`src/verilog/pcs_regs.svh`:
```
// Constants of the physical-side port: widths, bit positions and reset values
`ifndef PCS_REGS_SVH
`define PCS_REGS_SVH

// ----------------------------------------
// Field widths
// ----------------------------------------
`define PCS_CHAR_W 8
`define PCS_SYM_W 10
`define PCS_BUFST_W 2
`define PCS_CCNT_W 3

// ----------------------------------------
// Field positions
// ----------------------------------------
`define PCS_RXBUF_ERR_BIT 1

// ----------------------------------------
// Reset values
// ----------------------------------------
`define PCS_XRST_RESET 1'b1
`define PCS_LOCK_REF_LEVEL 1'b0

`endif

```
`src/verilog/pcs_pkg.sv`:
```
// Types shared by the physical-side port and its receive buffer
`include "pcs_regs.svh"

package pcs_pkg;

    // Which half of the ten-bit receive pair is due next
    typedef enum logic {
        PH_EVEN,
        PH_ODD
    } pcs_phase_t;

    typedef logic [`PCS_SYM_W-1:0] pcs_sym_t;

    // State of the top module
    typedef struct packed {
        logic lock_s1;
        logic lock_s2;
        logic ca_s1;
        logic ca_s2;
        logic ca_s3;
        logic cb_s1;
        logic cb_s2;
        logic cb_s3;
        pcs_sym_t sa_s1;
        pcs_sym_t sa_s2;
        pcs_sym_t sb_s1;
        pcs_sym_t sb_s2;
        pcs_phase_t phase;
        logic push;
        pcs_sym_t push_data;
        logic overrun;
        logic xrx_rst;
        logic xtx_rst;
        logic comma_en;
        logic power_down;
        logic [`PCS_CHAR_W-1:0] xtx_char;
        logic xtx_ctrl;
        logic xtx_dmode;
        logic xtx_dval;
        logic [`PCS_CHAR_W-1:0] rx_char;
        logic rx_ctrl;
        logic rx_comma;
        logic rx_derr;
        logic rx_nit;
        logic rx_rdisp;
        logic [`PCS_BUFST_W-1:0] rx_bufst;
        logic [`PCS_CCNT_W-1:0] rx_ccnt;
        pcs_sym_t tbi_tx;
        logic tbi_lref;
        logic tbi_loop;
        logic tbi_cdet;
    } pcs_top_st_t;

    // State of the two-entry buffer: registered head plus one skid slot
    typedef struct packed {
        logic ov;
        pcs_sym_t od;
        logic sv;
        pcs_sym_t sd;
    } pcs_buf_st_t;

endpackage

```
`src/verilog/pcs_stream_if.sv`:
```
// Valid/ready carrier for received ten-bit symbols
`timescale 1ns/1ps
`include "pcs_regs.svh"

interface pcs_stream_if;
    logic valid;
    logic ready;
    logic [`PCS_SYM_W-1:0] data;

    modport src (output valid, output data, input ready);
    modport snk (input valid, input data, output ready);
endinterface

```
`src/verilog/pcs_phy_port.sv`:
```
// Physical-side port of the PCS: transceiver character path and ten-bit interface
`timescale 1ns/1ps
`include "pcs_regs.svh"

module pcs_phy_port
    import pcs_pkg::*;
(
    input wire logic clk,
    input wire logic rst_n,
    input wire logic ce,
    input wire logic clk_locked,
    input wire logic soft_reset,
    input wire logic loss_of_sync,
    input wire logic power_down_req,
    input wire logic [`PCS_CHAR_W-1:0] tx_char,
    input wire logic tx_is_ctrl,
    input wire logic tx_disp_force,
    input wire logic tx_disp_value,
    input wire logic [`PCS_SYM_W-1:0] tx_symbol,
    input wire logic loopback_req,
    input wire logic [`PCS_CHAR_W-1:0] xcvr_rx_char,
    input wire logic xcvr_rx_is_ctrl,
    input wire logic xcvr_rx_is_comma,
    input wire logic xcvr_rx_disp_err,
    input wire logic xcvr_rx_not_in_table,
    input wire logic xcvr_rx_run_disp,
    input wire logic [`PCS_BUFST_W-1:0] xcvr_rx_buf_state,
    input wire logic [`PCS_CCNT_W-1:0] xcvr_rx_clk_cor_cnt,
    input wire logic xcvr_tx_buf_err,
    output logic xcvr_rx_reset,
    output logic xcvr_tx_reset,
    output logic xcvr_power_down,
    output logic [`PCS_CHAR_W-1:0] xcvr_tx_char,
    output logic xcvr_tx_is_ctrl,
    output logic xcvr_tx_disp_mode,
    output logic xcvr_tx_disp_val,
    output logic plus_comma_align_en,
    output logic minus_comma_align_en,
    output logic [`PCS_CHAR_W-1:0] rx_char,
    output logic rx_is_ctrl,
    output logic rx_is_comma,
    output logic rx_disp_err,
    output logic rx_not_in_table,
    output logic rx_run_disp,
    output logic [`PCS_BUFST_W-1:0] rx_buf_state,
    output logic [`PCS_CCNT_W-1:0] rx_clk_cor_cnt,
    output logic [`PCS_SYM_W-1:0] tbi_tx_symbol,
    output logic tbi_lock_ref,
    output logic tbi_loopback,
    output logic tbi_comma_detect_en,
    input wire logic tbi_rx_clk_a,
    input wire logic tbi_rx_clk_b,
    input wire logic [`PCS_SYM_W-1:0] tbi_rx_symbol_even,
    input wire logic [`PCS_SYM_W-1:0] tbi_rx_symbol_odd,
    output logic rx_sym_valid,
    output logic [`PCS_SYM_W-1:0] rx_sym_data,
    input wire logic rx_sym_ready,
    output logic rx_sym_overrun
);

    pcs_top_st_t st;
    pcs_top_st_t next_st;
    pcs_stream_if buf_in ();
    pcs_stream_if buf_out ();

    // Falling edge of a synchronised receive clock
    function automatic logic fall_edge(input logic now, input logic prev);
        fall_edge = prev && !now;
    endfunction

    // ----------------------------------------
    // Next state
    // ----------------------------------------
    always_comb begin
        next_st = st;
        // Lock level and receive clocks pass two flops before use
        next_st.lock_s1 = clk_locked;
        next_st.lock_s2 = st.lock_s1;
        next_st.ca_s1 = tbi_rx_clk_a;
        next_st.ca_s2 = st.ca_s1;
        next_st.ca_s3 = st.ca_s2;
        next_st.cb_s1 = tbi_rx_clk_b;
        next_st.cb_s2 = st.cb_s1;
        next_st.cb_s3 = st.cb_s2;
        next_st.sa_s1 = tbi_rx_symbol_even;
        next_st.sa_s2 = st.sa_s1;
        next_st.sb_s1 = tbi_rx_symbol_odd;
        next_st.sb_s2 = st.sb_s1;

        // Symbols change on rising edges, so the copy taken at a falling edge is settled
        next_st.overrun = st.push && !buf_in.ready;
        if (st.push && !buf_in.ready) begin
            next_st.push = 1'b0;
        end else if (st.push) begin
            next_st.push = 1'b0;
        end
        if (fall_edge(st.ca_s2, st.ca_s3) && st.phase == PH_EVEN) begin
            next_st.push = 1'b1;
            next_st.push_data = st.sa_s2;
            next_st.phase = PH_ODD;
        end else if (fall_edge(st.cb_s2, st.cb_s3) && st.phase == PH_ODD) begin
            next_st.push = 1'b1;
            next_st.push_data = st.sb_s2;
            next_st.phase = PH_EVEN;
        end

        // Transceiver resets: lock and soft reset hold both; each buffer error holds only its own side
        next_st.xrx_rst = !st.lock_s2 || soft_reset || xcvr_rx_buf_state[`PCS_RXBUF_ERR_BIT];
        next_st.xtx_rst = !st.lock_s2 || soft_reset || xcvr_tx_buf_err;

        // Comma realignment follows loss of sync on both interfaces
        next_st.comma_en = loss_of_sync;
        next_st.tbi_cdet = loss_of_sync;

        // Transmit side towards the transceiver
        next_st.power_down = power_down_req;
        next_st.xtx_char = tx_char;
        next_st.xtx_ctrl = tx_is_ctrl;
        next_st.xtx_dmode = tx_disp_force;
        next_st.xtx_dval = tx_disp_value;

        // Received character path; same clock as the transceiver, so no synchroniser
        next_st.rx_char = xcvr_rx_char;
        next_st.rx_ctrl = xcvr_rx_is_ctrl;
        next_st.rx_comma = xcvr_rx_is_comma;
        next_st.rx_derr = xcvr_rx_disp_err;
        next_st.rx_nit = xcvr_rx_not_in_table;
        next_st.rx_rdisp = xcvr_rx_run_disp;
        next_st.rx_bufst = xcvr_rx_buf_state;
        next_st.rx_ccnt = xcvr_rx_clk_cor_cnt;

        // Ten-bit transmit side
        next_st.tbi_tx = tx_symbol;
        next_st.tbi_lref = `PCS_LOCK_REF_LEVEL;
        next_st.tbi_loop = loopback_req;
    end

    // ----------------------------------------
    // State register
    // ----------------------------------------
    // Resets to the transceiver start asserted; low clock enable freezes everything
    always_ff @(posedge clk or negedge rst_n) begin
        if (!rst_n) begin
            st <= '0;
            st.xrx_rst <= `PCS_XRST_RESET;
            st.xtx_rst <= `PCS_XRST_RESET;
            st.tbi_lref <= `PCS_LOCK_REF_LEVEL;
        end else if (ce) begin
            st <= next_st;
        end
    end

    // ----------------------------------------
    // Receive buffer
    // ----------------------------------------
    // A lost word cannot be asked for again, so a full buffer is reported as overrun
    assign buf_in.valid = st.push;
    assign buf_in.data = st.push_data;
    assign buf_out.ready = rx_sym_ready;

    pcs_pair_buf u_buf (
        .clk(clk),
        .rst_n(rst_n),
        .ce(ce),
        .s_in(buf_in),
        .s_out(buf_out)
    );

    // ----------------------------------------
    // Outputs
    // ----------------------------------------
    assign xcvr_rx_reset = st.xrx_rst;
    assign xcvr_tx_reset = st.xtx_rst;
    assign xcvr_power_down = st.power_down;
    assign xcvr_tx_char = st.xtx_char;
    assign xcvr_tx_is_ctrl = st.xtx_ctrl;
    assign xcvr_tx_disp_mode = st.xtx_dmode;
    assign xcvr_tx_disp_val = st.xtx_dval;
    assign plus_comma_align_en = st.comma_en;
    assign minus_comma_align_en = st.comma_en;
    assign rx_char = st.rx_char;
    assign rx_is_ctrl = st.rx_ctrl;
    assign rx_is_comma = st.rx_comma;
    assign rx_disp_err = st.rx_derr;
    assign rx_not_in_table = st.rx_nit;
    assign rx_run_disp = st.rx_rdisp;
    assign rx_buf_state = st.rx_bufst;
    assign rx_clk_cor_cnt = st.rx_ccnt;
    assign tbi_tx_symbol = st.tbi_tx;
    assign tbi_lock_ref = st.tbi_lref;
    assign tbi_loopback = st.tbi_loop;
    assign tbi_comma_detect_en = st.tbi_cdet;
    assign rx_sym_valid = buf_out.valid;
    assign rx_sym_data = buf_out.data;
    assign rx_sym_overrun = st.overrun;
endmodule

```
`src/verilog/pcs_pair_buf.sv`:
```
// Two-entry buffer for received symbols with registered output
`timescale 1ns/1ps
`include "pcs_regs.svh"

module pcs_pair_buf
    import pcs_pkg::*;
(
    input wire logic clk,
    input wire logic rst_n,
    input wire logic ce,
    pcs_stream_if.snk s_in,
    pcs_stream_if.src s_out
);

    pcs_buf_st_t st;
    pcs_buf_st_t next_st;
    logic accept;
    logic pop;

    // ----------------------------------------
    // Next state
    // ----------------------------------------
    // Skid slot full means no room; ready is a flop, so no path from the sink
    always_comb begin
        next_st = st;
        accept = ce && s_in.valid && !st.sv;
        pop = ce && st.ov && s_out.ready;
        if (pop || !st.ov) begin
            if (st.sv) begin
                next_st.ov = 1'b1;
                next_st.od = st.sd;
                next_st.sv = 1'b0;
            end else begin
                next_st.ov = accept;
                if (accept) begin
                    next_st.od = s_in.data;
                end
            end
        end else if (accept) begin
            next_st.sv = 1'b1;
            next_st.sd = s_in.data;
        end
    end

    // ----------------------------------------
    // State register
    // ----------------------------------------
    always_ff @(posedge clk or negedge rst_n) begin
        if (!rst_n) begin
            st <= '0;
        end else if (ce) begin
            st <= next_st;
        end
    end

    assign s_in.ready = !st.sv;
    assign s_out.valid = st.ov;
    assign s_out.data = st.od;
endmodule

```
`config.mk`:
```
export PLATFORM = sky130hd
export DESIGN_NAME = pcs_phy_port
export DESIGN_NICKNAME = d
export VERILOG_FILES = /design/src/verilog/pcs_pkg.sv /design/src/verilog/pcs_stream_if.sv /design/src/verilog/pcs_phy_port.sv /design/src/verilog/pcs_pair_buf.sv
export VERILOG_INCLUDE_DIRS = /design/src /design/src/verilog
export SDC_FILE = /design/constraint.sdc
export NUM_CORES = 1
export LEC_CHECK = 0
export ABC_AREA = 1
export BUFFER_PORTS_ARGS = -buffer_cell sky130_fd_sc_hd__buf_2
export CAP_MARGIN = 20
export CORE_MARGIN = 8
export CORE_UTILIZATION = 58
export DETAILED_ROUTE_END_ITERATION = 10
export PLACE_DENSITY_LB_ADDON = 0.2
export SYNTH_ARGS = -nofsm -noshare
export SYNTH_HDL_FRONTEND = slang
export SYNTH_HIERARCHICAL = 1
export SYNTH_SLANG_ARGS = --single-unit
export TNS_END_PERCENT = 1
```
`constraint.sdc`:
```
create_clock -name clk -period 1.66 [get_ports clk]
set_input_delay 0.332 -clock clk [delete_from_list [all_inputs] [get_ports clk]]
set_output_delay 0.332 -clock clk [all_outputs]
set_load 0.01 [all_outputs]
```
==> summary.txt, run 1 <==
Run status
  – Outcome: complete, no violations

Layout
  – Ant diodes: 0
  – Commonest non-fill, non-tap cell in the layout: nand2_1
  – Final std cells w/o fill: 863
  – Commonest cells after routing, fill and taps aside: nand2_1, buf_2, dfrtp_1
  – Share of cells above drive strength 1: 0.243
  – Synth-to-Final Area Change: 19.1%
  – Final net count: 810
  – Filler instances: 721

Job
  – MaxCap Viol Count: 0

Pwr
  – Worst vdd ir: 0.885 mV
  – LEAKAGE: 3.78 nW
  – Pwr Density: 1380 mW/mm²

Placed design
  – HPWL after detailed placement: 7820 µm
  – IO buf count: 128
  – Placed Cells: 830
  – Placer congestion estimate: 0.796

CTS
  – CTS tree: built
  – Post-CTS setup buffers: 0
  – TritonCTS sink count: 127
  – Clock Pin Slew Worst Setup and Hold Paths: 60 ps
  – Maximum clock path buffer count: 2
  – Root buf cell: clkbuf_8
  – CTS buffer count: 17
  – Latest clock arrival within the worst-skew pair: 500 ps
  – CTS HTree Levels: 4

Timing
  – Final slew viol count: 0
  – RSZ-0062 raised after global routing: false
  – Fin Hold WS: 21.9 ps
  – Fin. Hold Viols: 0
  – Setup TNS: 0 ps
  – Max Fclk: 667 MHz
  – Minimum clock period: 1500 ps
  – Skew final: 7.89 ps
  – Final setup viols: 0
  – Final period util: 0.903

Global route
  – Initial antenna violation count: 0
  – Gr ovfl total: 0
  – First-pass GRT wire length: 19800 µm
  – Largest net degree at the start of global routing: 80
  – GRT Util Overall: 0.191
  – Vias in the first global route: 4217

Floorplan
  – Initial Util: 0.595
  – Ports: 130
  – Core Box Area: 0.00920 mm²
  – Die area: 0.0128 mm²
  – Std-Cell Rows: 35
  – Die height: 113 µm
  – Die W: 113 µm

Worst setup path
  – CP Cell Sequence: buf_2
  – CP max FO: 2
  – Worst r2r src: u_buf/st[10]
  – CP max stage delay: 530 ps
  – Slowest cell on the critical path: dfstp_2
  – WP buf/inv: 1
  – Crit path kind: reg -> out
  – R2r setup slk: 200 ps
  – RR Endpoint: u_buf/st[8]
  – Crit path required time: 1330 ps
  – Crit-path leading delay family: flip-flops
  – Worst setup EP type: output port
  – Startpoint class of the critical path: register
  – Path depth of the worst reg2reg path: 6
  – Worst EP arrival: 1170 ps

Route
  – Final ANT Viol Nets: 0
  – Vias post-DR: 4229
  – Wire per inst: 13.7 µm
  – DRC errors left: 0
  – Via-per-instance ratio: 4.90
  – Post-Route WL: 11800 µm
  – Detailed Routing Iterations Pass 1: 5
  – Starting DRT DRC Count: 315

Hold path
  – Hold endpoint: next_st[66]
  – Hold Crit Start: tbi_rx_symbol_odd[7]
  – Worst min path class: in -> reg
  – Hold-critical path depth: 3

Synthesis
  – Mapped Area: 0.00547 mm²
  – Seq cells post-synth: 127
  – Yosys cell types: 19
  – Net Count, Synth: 724
  – Post-synthesis sequential area ratio: 0.581
  – Mapped Cells: 653
  – Synth warn: 6
  – Mean post-synth cell area: 8.38 µm²
## metrics by stage
| step | area, µm² | util | worst slack (ps) | power (W) |
|---|---|---|---|---|
| after CTS | 6510 | 0.708 | 142 | 0.00907 |
| final | 6520 | 0.709 | 161 | 0.00899 |
| after detailed placement | 5890 | 0.641 | 228 | 0.00529 |
| after global routing | 6520 | 0.709 | 78.3 | 0.00946 |
| after global placement | 5890 | 0.641 | 316 | 0.00523 |
| after floorplan | 5470 | - | 614 | 0.00494 |
## synth_stat cells
cell	n	area share
inv_1	8	0.0055
buf_2	22	0.020
o21ai_0	10	0.0091
nand3_1	35	0.032
nand4_1	11	0.013
nor2_1	4	0.0027
dfstp_2	2	0.0096
conb_1	1	0.00069
nor2_4	1	0.0021
nand2_1	372	0.26
dfrtp_1	125	0.57
a21boi_2	1	0.0021
clkbuf_1	8	0.0055
nand2_2	3	0.0034
buf_6	1	0.0021
buf_4	45	0.062
inv_2	2	0.0014
a21oi_1	1	0.00091
a22o_1	1	0.0016
## state kept, by name (all words and copies together), names as in the netlist, 2 cells and up
signal,cells
buf_in.data,10
next_st,25
rx_buf_state,2
rx_char,8
rx_clk_cor_cnt,3
st,24
tbi_tx_symbol,10
u_buf/s_out.data,10
u_buf/st,11
xcvr_tx_char,8
## where the power goes
part	internal (W)	switching, W
clock network	0.00244	0.00130
logic	0.000538	0.000843
registers	0.00356	0.000310
total	0.00654	0.00246
## worst max-delay path by stage
stage | startpoint | to | slack (ps) | cells after the start
floorplan | st[58] | buf_in.data[1] | 610 | 5
global placement | u_buf/st[10] | u_buf/s_out.data[0] | 320 | 5
detailed placement | u_buf/st[10] | u_buf/s_out.data[1] | 230 | 5
CTS | xcvr_tx_reset | xcvr_tx_reset | 140 | 1
global route | u_buf/st[10] | u_buf/st[8] | 80 | 6
finish | xcvr_rx_reset | xcvr_rx_reset | 160 | 1
## timing repair
| item | 4_1_cts | 5_1_grt |
|---|---|---|
| hold endpoints to repair | 15 | 0 |
| setup endpoints to repair | 0 | 2 |
| gates resized for setup | 0 | 1 |
| hold buffers | 1 | 0 |
## area by class of cell
type                            count  area, µm²  share of cell area
Inverter                           10       37.5             0.00576
Timing Repair Buffer              143        783               0.120
Clock buffer                       22        473              0.0726
Multi-Input combinational cell    440       1770               0.272
Clock inverter                     10        134              0.0205
Sequential cell                   127       3180               0.488
Tap cell                          111        139              0.0213
## routing by layer
| metal | global-route usage | vias up | routed length (µm) |
|---|---|---|---|
| li1 | - | 2143 | - |
| met1 | 0.238 | 1959 | 5340 |
| met2 | 0.317 | 117 | 5810 |
| met3 | 0.0559 | 10 | 610 |
| met4 | 0.0533 | 0 | 65 |
| met5 | 0 | - | 0 |
## cells by family after synthesis
kind of cell           count (synthesis)  share of synthesized area
other                                  1                   0.000685
AND/OR/NAND/NOR                      426                      0.308
AO/OA/AOI/OAI                         13                     0.0137
flip-flops                           127                      0.581
buffers and inverters                 86                     0.0963
## tightest hold or removal path, cell delays in order
cell	delay (ps)
buf_2	70
nand2_1	40
nand2_1	50
(Power assumes the default switching activity.)
==> run 2: changes to the inputs <==
CORE_ASPECT_RATIO = 1.2   (was not set)
HOLD_SLACK_MARGIN = 0.02   (was not set)
SETUP_SLACK_MARGIN = 0.3   (was not set)
==> run 2 against run 1 <==
Effect of this change:
- total power down 2.2%
- setup slack better by 99 ps
- combinational power about the same
- largest cell class unchanged
- critical path depth unchanged
- fmax up 7.0%
- global-route usage down 0.22 points
- non-clock buffer count down 1
- design area up 0.31%
==> summary.txt, run 2 (same netlist as run 1, synthesis figures left out) <==
Worst setup path
  – WP buf/inv: 1 (unchanged)
  – Crit path required time: 1330 ps (about the same)
  – Worst r2r src: u_buf/st[10] (unchanged)
  – Crit-path leading delay family: flip-flops (unchanged)
  – Crit path kind: reg -> out (unchanged)
  – Startpoint class of the critical path: register (unchanged)
  – RR Endpoint: u_buf/st[5] (was u_buf/st[8])
  – R2r setup slk: 310 ps (was 200 ps)
  – CP Cell Sequence: buf_2 (unchanged)
  – CP max stage delay: 530 ps (about the same)
  – CP max FO: 2 (unchanged)
  – Path depth of the worst reg2reg path: 6 (unchanged)
  – Slowest cell on the critical path: dfstp_2 (unchanged)
  – Worst EP arrival: 1070 ps (was 1170 ps)
  – Worst setup EP type: output port (unchanged)

Timing
  – Minimum clock period: 1400 ps (was 1500 ps)
  – Final period util: 0.844 (was 0.903)
  – Final slew viol count: 0 (unchanged)
  – Worst Tran Pin Value: 512 ps
  – Setup TNS: 0 ps (unchanged)
  – Skew final: 7.57 ps (was 7.89 ps)
  – Final setup viols: 0 (unchanged)
  – Max Fclk: 714 MHz (was 667 MHz)
  – RSZ-0062 raised after global routing: true (was false)
  – Fin. Hold Viols: 0 (unchanged)
  – Final WS setup: 259 ps (was 161 ps)
  – Max-slew headroom: 0.659

Floorplan
  – Die area: 0.0128 mm² (about the same)
  – Core Box Area: 0.00937 mm² (was 0.00920 mm²)
  – Ports: 130 (unchanged)
  – Std-Cell Rows: 39 (was 35)
  – Die height: 122 µm (was 113 µm)
  – Initial Util: 0.584 (was 0.595)
  – Die W: 105 µm (was 113 µm)

Pwr
  – Tot Pwr: 0.00879 W (was 0.00899 W)
  – Pwr Density: 1350 mW/mm² (was 1380 mW/mm²)
  – LEAKAGE: 3.77 nW (was 3.78 nW)
  – Worst vdd ir: 0.773 mV (was 0.885 mV)

Layout
  – Synth-to-Final Area Change: 19.5% (was 19.1%)
  – Final net count: 809 (was 810)
  – Final Core Density: 0.698 (was 0.709)
  – Share of cells above drive strength 1: 0.244 (was 0.243)
  – Commonest non-fill, non-tap cell in the layout: nand2_1 (unchanged)
  – Commonest cells after routing, fill and taps aside: nand2_1, buf_2, dfrtp_1 (unchanged)
  – Final std cells w/o fill: 874 (was 863)
  – Ant diodes: 0 (unchanged)
  – Max reg flops: 25 (unchanged)

Route
  – Final ANT Viol Nets: 0 (unchanged)
  – Wire per inst: 13.1 µm (was 13.7 µm)
  – Post-Route WL: 11500 µm (was 11800 µm)
  – Detailed Routing Iterations Pass 1: 4 (was 5)
  – Via-per-instance ratio: 4.86 (was 4.90)
  – Vias post-DR: 4250 (was 4229)
  – DRC errors left: 0 (unchanged)
  – Starting DRT DRC Count: 216 (was 315)

Hold path
  – Worst min path class: in -> reg (unchanged)
  – Hold Crit Start: xcvr_rx_not_in_table (was tbi_rx_symbol_odd[7])
  – Hold endpoint: rx_not_in_table (was next_st[66])
  – Hold-critical path depth: 3 (unchanged)

CTS
  – CTS tree: built (unchanged)
  – CTS HTree Levels: 4 (unchanged)
  – Root buf cell: clkbuf_16 (was clkbuf_8)
  – CTS buffer count: 17 (unchanged)
  – Clock Pin Slew Worst Setup and Hold Paths: 50 ps (was 60 ps)
  – Post-CTS setup buffers: 0 (unchanged)
  – Latest clock arrival within the worst-skew pair: 410 ps (was 500 ps)
  – Maximum clock path buffer count: 2 (unchanged)
  – TritonCTS sink count: 127 (unchanged)

Global route
  – Largest net degree at the start of global routing: 55 (was 80)
  – Gr ovfl total: 0 (unchanged)
  – Initial antenna violation count: 0 (unchanged)
  – First-pass GRT wire length: 19800 µm (about the same)
  – Vias in the first global route: 4289 (was 4217)
  – GRT Util Overall: 0.189 (was 0.191)

Placed design
  – Placer congestion estimate: 0.835 (was 0.796)
  – Placed Cells: 841 (was 830)
  – IO buf count: 128 (unchanged)
  – HPWL after detailed placement: 8080 µm (was 7820 µm)
  – Place WS: 201 ps (was 228 ps)

Job
  – MaxCap Viol Count: 0 (unchanged)

Run status
  – Outcome: complete, no violations (unchanged)
[run 2: how the worst max path moves through the flow]
| stage | from | endpoint | slack [ps] | cells past startpoint |
|---|---|---|---|---|
| global placement | ce | buf_in.data[8] | 260 | 5 |
| floorplan | st[58] | buf_in.data[1] | 610 | 5 |
| finish | xcvr_rx_reset | xcvr_rx_reset | 260 | 1 |
| global route | u_buf/st[10] | u_buf/st[5] | 180 | 6 |
| CTS | st[102] | buf_in.data[1] | 210 | 4 |
| detailed placement | ce | buf_in.data[1] | 200 | 5 |
[run 2: per-stage QoR]
stage | hold slack [ps] | instance area [µm²]
after CTS | 106 | 6530
after global placement | 286 | 5940
after detailed placement | 290 | 5940
after floorplan | 36.4 | 5470
after global routing | 108 | 6540
final | 122 | 6540
[run 2: power by group]
group / internal [W] / total [W] / switching (W)
logic: 0.000544 / 0.00138 / 0.000836
clock network: 0.00227 / 0.00354 / 0.00127
registers: 0.00356 / 0.00388 / 0.000314
[run 2: area by class of cell]
| class | count | area [µm²] |
|---|---|---|
| Tap cell | 123 | 154 |
| Timing Repair Buffer | 142 | 813 |
| Inverter | 10 | 37.5 |
| Multi-Input combinational cell | 440 | 1770 |
| Clock buffer | 21 | 460 |
| Sequential cell | 127 | 3180 |
| Clock inverter | 11 | 115 |
| Fill cell | 776 | 2830 |
[run 2: what timing repair did]
action / in CTS / in global routing
endpoints found under the setup margin: 32 / 33
hold endpoints to repair: 24 / 0
gates resized for setup: 1 / 2
hold buffers: 1 / 0
[run 2: metal layers]
metal  global-route usage  wire, µm  part of all wire  vias to the layer above
li1                     -         -                 -                     2141
met1                0.212      4660              0.41                     1960
met2                0.314      5730              0.50                      133
met3               0.0767       856             0.075                       16
met4               0.0831       218             0.019                        0
met5                    0         0                 0                        -
==> run 3: changes to the inputs <==
CORE_UTILIZATION = 53   (was 58)
clock period = 1.3 ns   (was 1.66 ns; I/O delays follow)
==> run 3 against run 2 <==
Effect of this change:
- the run now ends with negative setup slack left
- sequential share of layout area is 3.0 points lower
- worst hold slack worse by 72 ps
- critical path depth stayed put
- setup slack worse by 260 ps
==> summary.txt, run 3 (same netlist as run 1, synthesis figures left out) <==
Worst setup path
  – CP max FO: 2 (unchanged)
  – Worst EP arrival: 1040 ps (was 1070 ps)
  – CP max stage delay: 540 ps (was 530 ps)
  – R2r setup slk: 90 ps (was 310 ps)
  – WP buf/inv: 1 (unchanged)
  – Crit-path leading delay family: flip-flops (unchanged)
  – Worst setup EP type: output port (unchanged)
  – Startpoint class of the critical path: register (unchanged)
  – Crit path required time: 1040 ps (was 1330 ps)
  – CP Cell Sequence: buf_6 (was buf_2)
  – Slowest cell on the critical path: dfstp_2 (unchanged)
  – Crit path kind: reg -> out (unchanged)

Layout
  – Ant diodes: 0 (unchanged)
  – Max reg flops: 25 (unchanged)
  – Commonest non-fill, non-tap cell in the layout: nand2_1 (unchanged)
  – Footprint of the multi-input gates: 0.00199 mm² (was 0.00177 mm²)
  – Commonest cells after routing, fill and taps aside: nand2_1, dfrtp_1, buf_2 (was nand2_1, buf_2, dfrtp_1)
  – Filler instances: 792 (was 776)
  – Final std cells w/o fill: 884 (was 874)
  – FF+latch area: 0.00318 mm² (about the same)
  – Final net count: 818 (was 809)
  – Synth-to-Final Area Change: 27.3% (was 19.5%)
  – Share of cells above drive strength 1: 0.301 (was 0.244)

Timing
  – Final setup viols: 1 (was 0)
  – Final period util: 1.00
  – Skew final: 7.09 ps (was 7.57 ps)
  – Final slew viol count: 0 (unchanged)
  – Max Fclk: 767 MHz
  – Final WS setup: -3.39 ps (was 259 ps)
  – RSZ-0062 raised after global routing: true (unchanged)
  – Minimum clock period: 1300 ps
  – Setup TNS: -3.39 ps (was 0 ps)
  – Fin. Hold Viols: 0 (unchanged)

Route
  – Starting DRT DRC Count: 246 (was 216)
  – Via-per-instance ratio: 4.85 (was 4.86)
  – DRC errors left: 0 (unchanged)
  – Wire per inst: 13.5 µm (was 13.1 µm)
  – Post-Route WL: 11900 µm (was 11500 µm)
  – Detailed Routing Iterations Pass 1: 5 (was 4)
  – Vias post-DR: 4289 (was 4250)
  – Final ANT Viol Nets: 0 (unchanged)

Placed design
  – IO buf count: 128 (unchanged)
  – Placer congestion estimate: 0.761 (was 0.835)
  – Placed Cells: 853 (was 841)
  – HPWL after detailed placement: 8310 µm (was 8080 µm)

Global route
  – Initial antenna violation count: 0 (unchanged)
  – GRT Util Overall: 0.177 (was 0.189)
  – Vias in the first global route: 4376 (was 4289)
  – Gr ovfl total: 0 (unchanged)
  – Largest net degree at the start of global routing: 44 (was 55)
  – First-pass GRT wire length: 19700 µm (was 19800 µm)

Floorplan
  – Ports: 130 (unchanged)
  – Core Box Area: 0.0101 mm² (was 0.00937 mm²)
  – Die height: 127 µm (was 122 µm)
  – Die W: 109 µm (was 105 µm)
  – Std-Cell Rows: 40 (was 39)
  – Die area: 0.0138 mm² (was 0.0128 mm²)
  – Initial Util: 0.544 (was 0.584)

Pwr
  – Worst vdd ir: 0.986 mV (was 0.773 mV)
  – Pwr Density: 1710 mW/mm² (was 1350 mW/mm²)
  – LEAKAGE: 3.91 nW (was 3.77 nW)

CTS
  – TritonCTS sink count: 127 (unchanged)
  – CTS tree: built (unchanged)
  – Root buf cell: clkbuf_16 (unchanged)
  – CTS HTree Levels: 4 (unchanged)
  – Latest clock arrival within the worst-skew pair: 410 ps (about the same)
  – Clock Pin Slew Worst Setup and Hold Paths: 50 ps (about the same)
  – Maximum clock path buffer count: 2 (unchanged)
  – Post-CTS setup buffers: 0 (unchanged)
  – CTS buffer count: 17 (unchanged)

Run status
  – Outcome: complete, but fails checks (was complete, no violations)
  – Failing checks: negative setup slack

Job
  – MaxCap Viol Count: 0 (unchanged)

Hold path
  – Worst min path class: in -> reg (unchanged)
## run 3: cell count changes in the layout (fill, tap and decap cells not counted), sizes merged
cell	delta
buf	+9
clkinvlp	-4
clkbuf	+3
clkinv	-2
bufinv	+1
## run 3: worst reg2reg max path, cell delays in order, from the launching register on
cell	delay [ps]
dfrtp_2	460
nor2_4	170
nand3_4	150
buf_8	190
nand3_1	70
nand2_1	50
## run 3: power breakdown
| group | switching (W) | internal (W) |
|---|---|---|
| clock network | 0.00155 | 0.00324 |
| logic | 0.00122 | 0.000900 |
| registers | 0.000449 | 0.00456 |
| total | 0.00323 | 0.00869 |
## run 3: area by class of cell
cell class / instances / area share
multi-input cells: 440 / 0.286
clock buffers: 24 / 0.0720
inverters: 10 / 0.00575
flip-flops and latches: 127 / 0.457
repair buffers: 151 / 0.142
well taps: 126 / 0.0226
clock inverters: 6 / 0.0151
## run 3: layer usage
| metal | up-vias | wire length, µm | global-route usage |
|---|---|---|---|
| met2 | 110 | 5970 | 0.299 |
| met3 | 16 | 813 | 0.0548 |
| met4 | 0 | 167 | 0.0694 |
| met1 | 2002 | 4980 | 0.203 |
| li1 | 2161 | - | - |
| met5 | - | 0 | 0 |
## run 3: worst paths after layout
| kind | start | end | cells after the start |
|---|---|---|---|
| hold reg to reg | rx_char[4] | rx_char[4] | 2 |
| min in group asynchronous | rst_n | u_buf/st[2] | 2 |
| setup / recovery | xcvr_tx_reset | xcvr_tx_reset | 1 |
| max in group asynchronous | rst_n | st[99] | 3 |
| setup reg to reg | st[58] | buf_in.data[7] | 5 |
| hold / removal | tbi_rx_symbol_odd[6] | next_st[65] | 3 |
## run 3: timing repair
item / CTS / global route
resized for setup: 44 / 27
hold buffers: 1 / 0
endpoints found under the hold margin: 17 / 0
pin swaps: 42 / 43
setup endpoints to repair: 92 / 90
## run 3: per-stage QoR
stage | worst slack (ps) | power, W | hold slack (ps) | area (µm²) | utilization
floorplan | 293 | 0.00632 | -35.6 | 5490 | -
global placement | 48.7 | 0.00677 | 185 | 6020 | 0.598
detailed placement | -24.5 | 0.00683 | 183 | 6020 | 0.598
CTS | -27.3 | 0.0119 | 26.5 | 6860 | 0.681
global route | -31.8 | 0.0125 | 41.3 | 6970 | 0.693
finish | -3.39 | 0.0119 | 50.1 | 6970 | 0.693
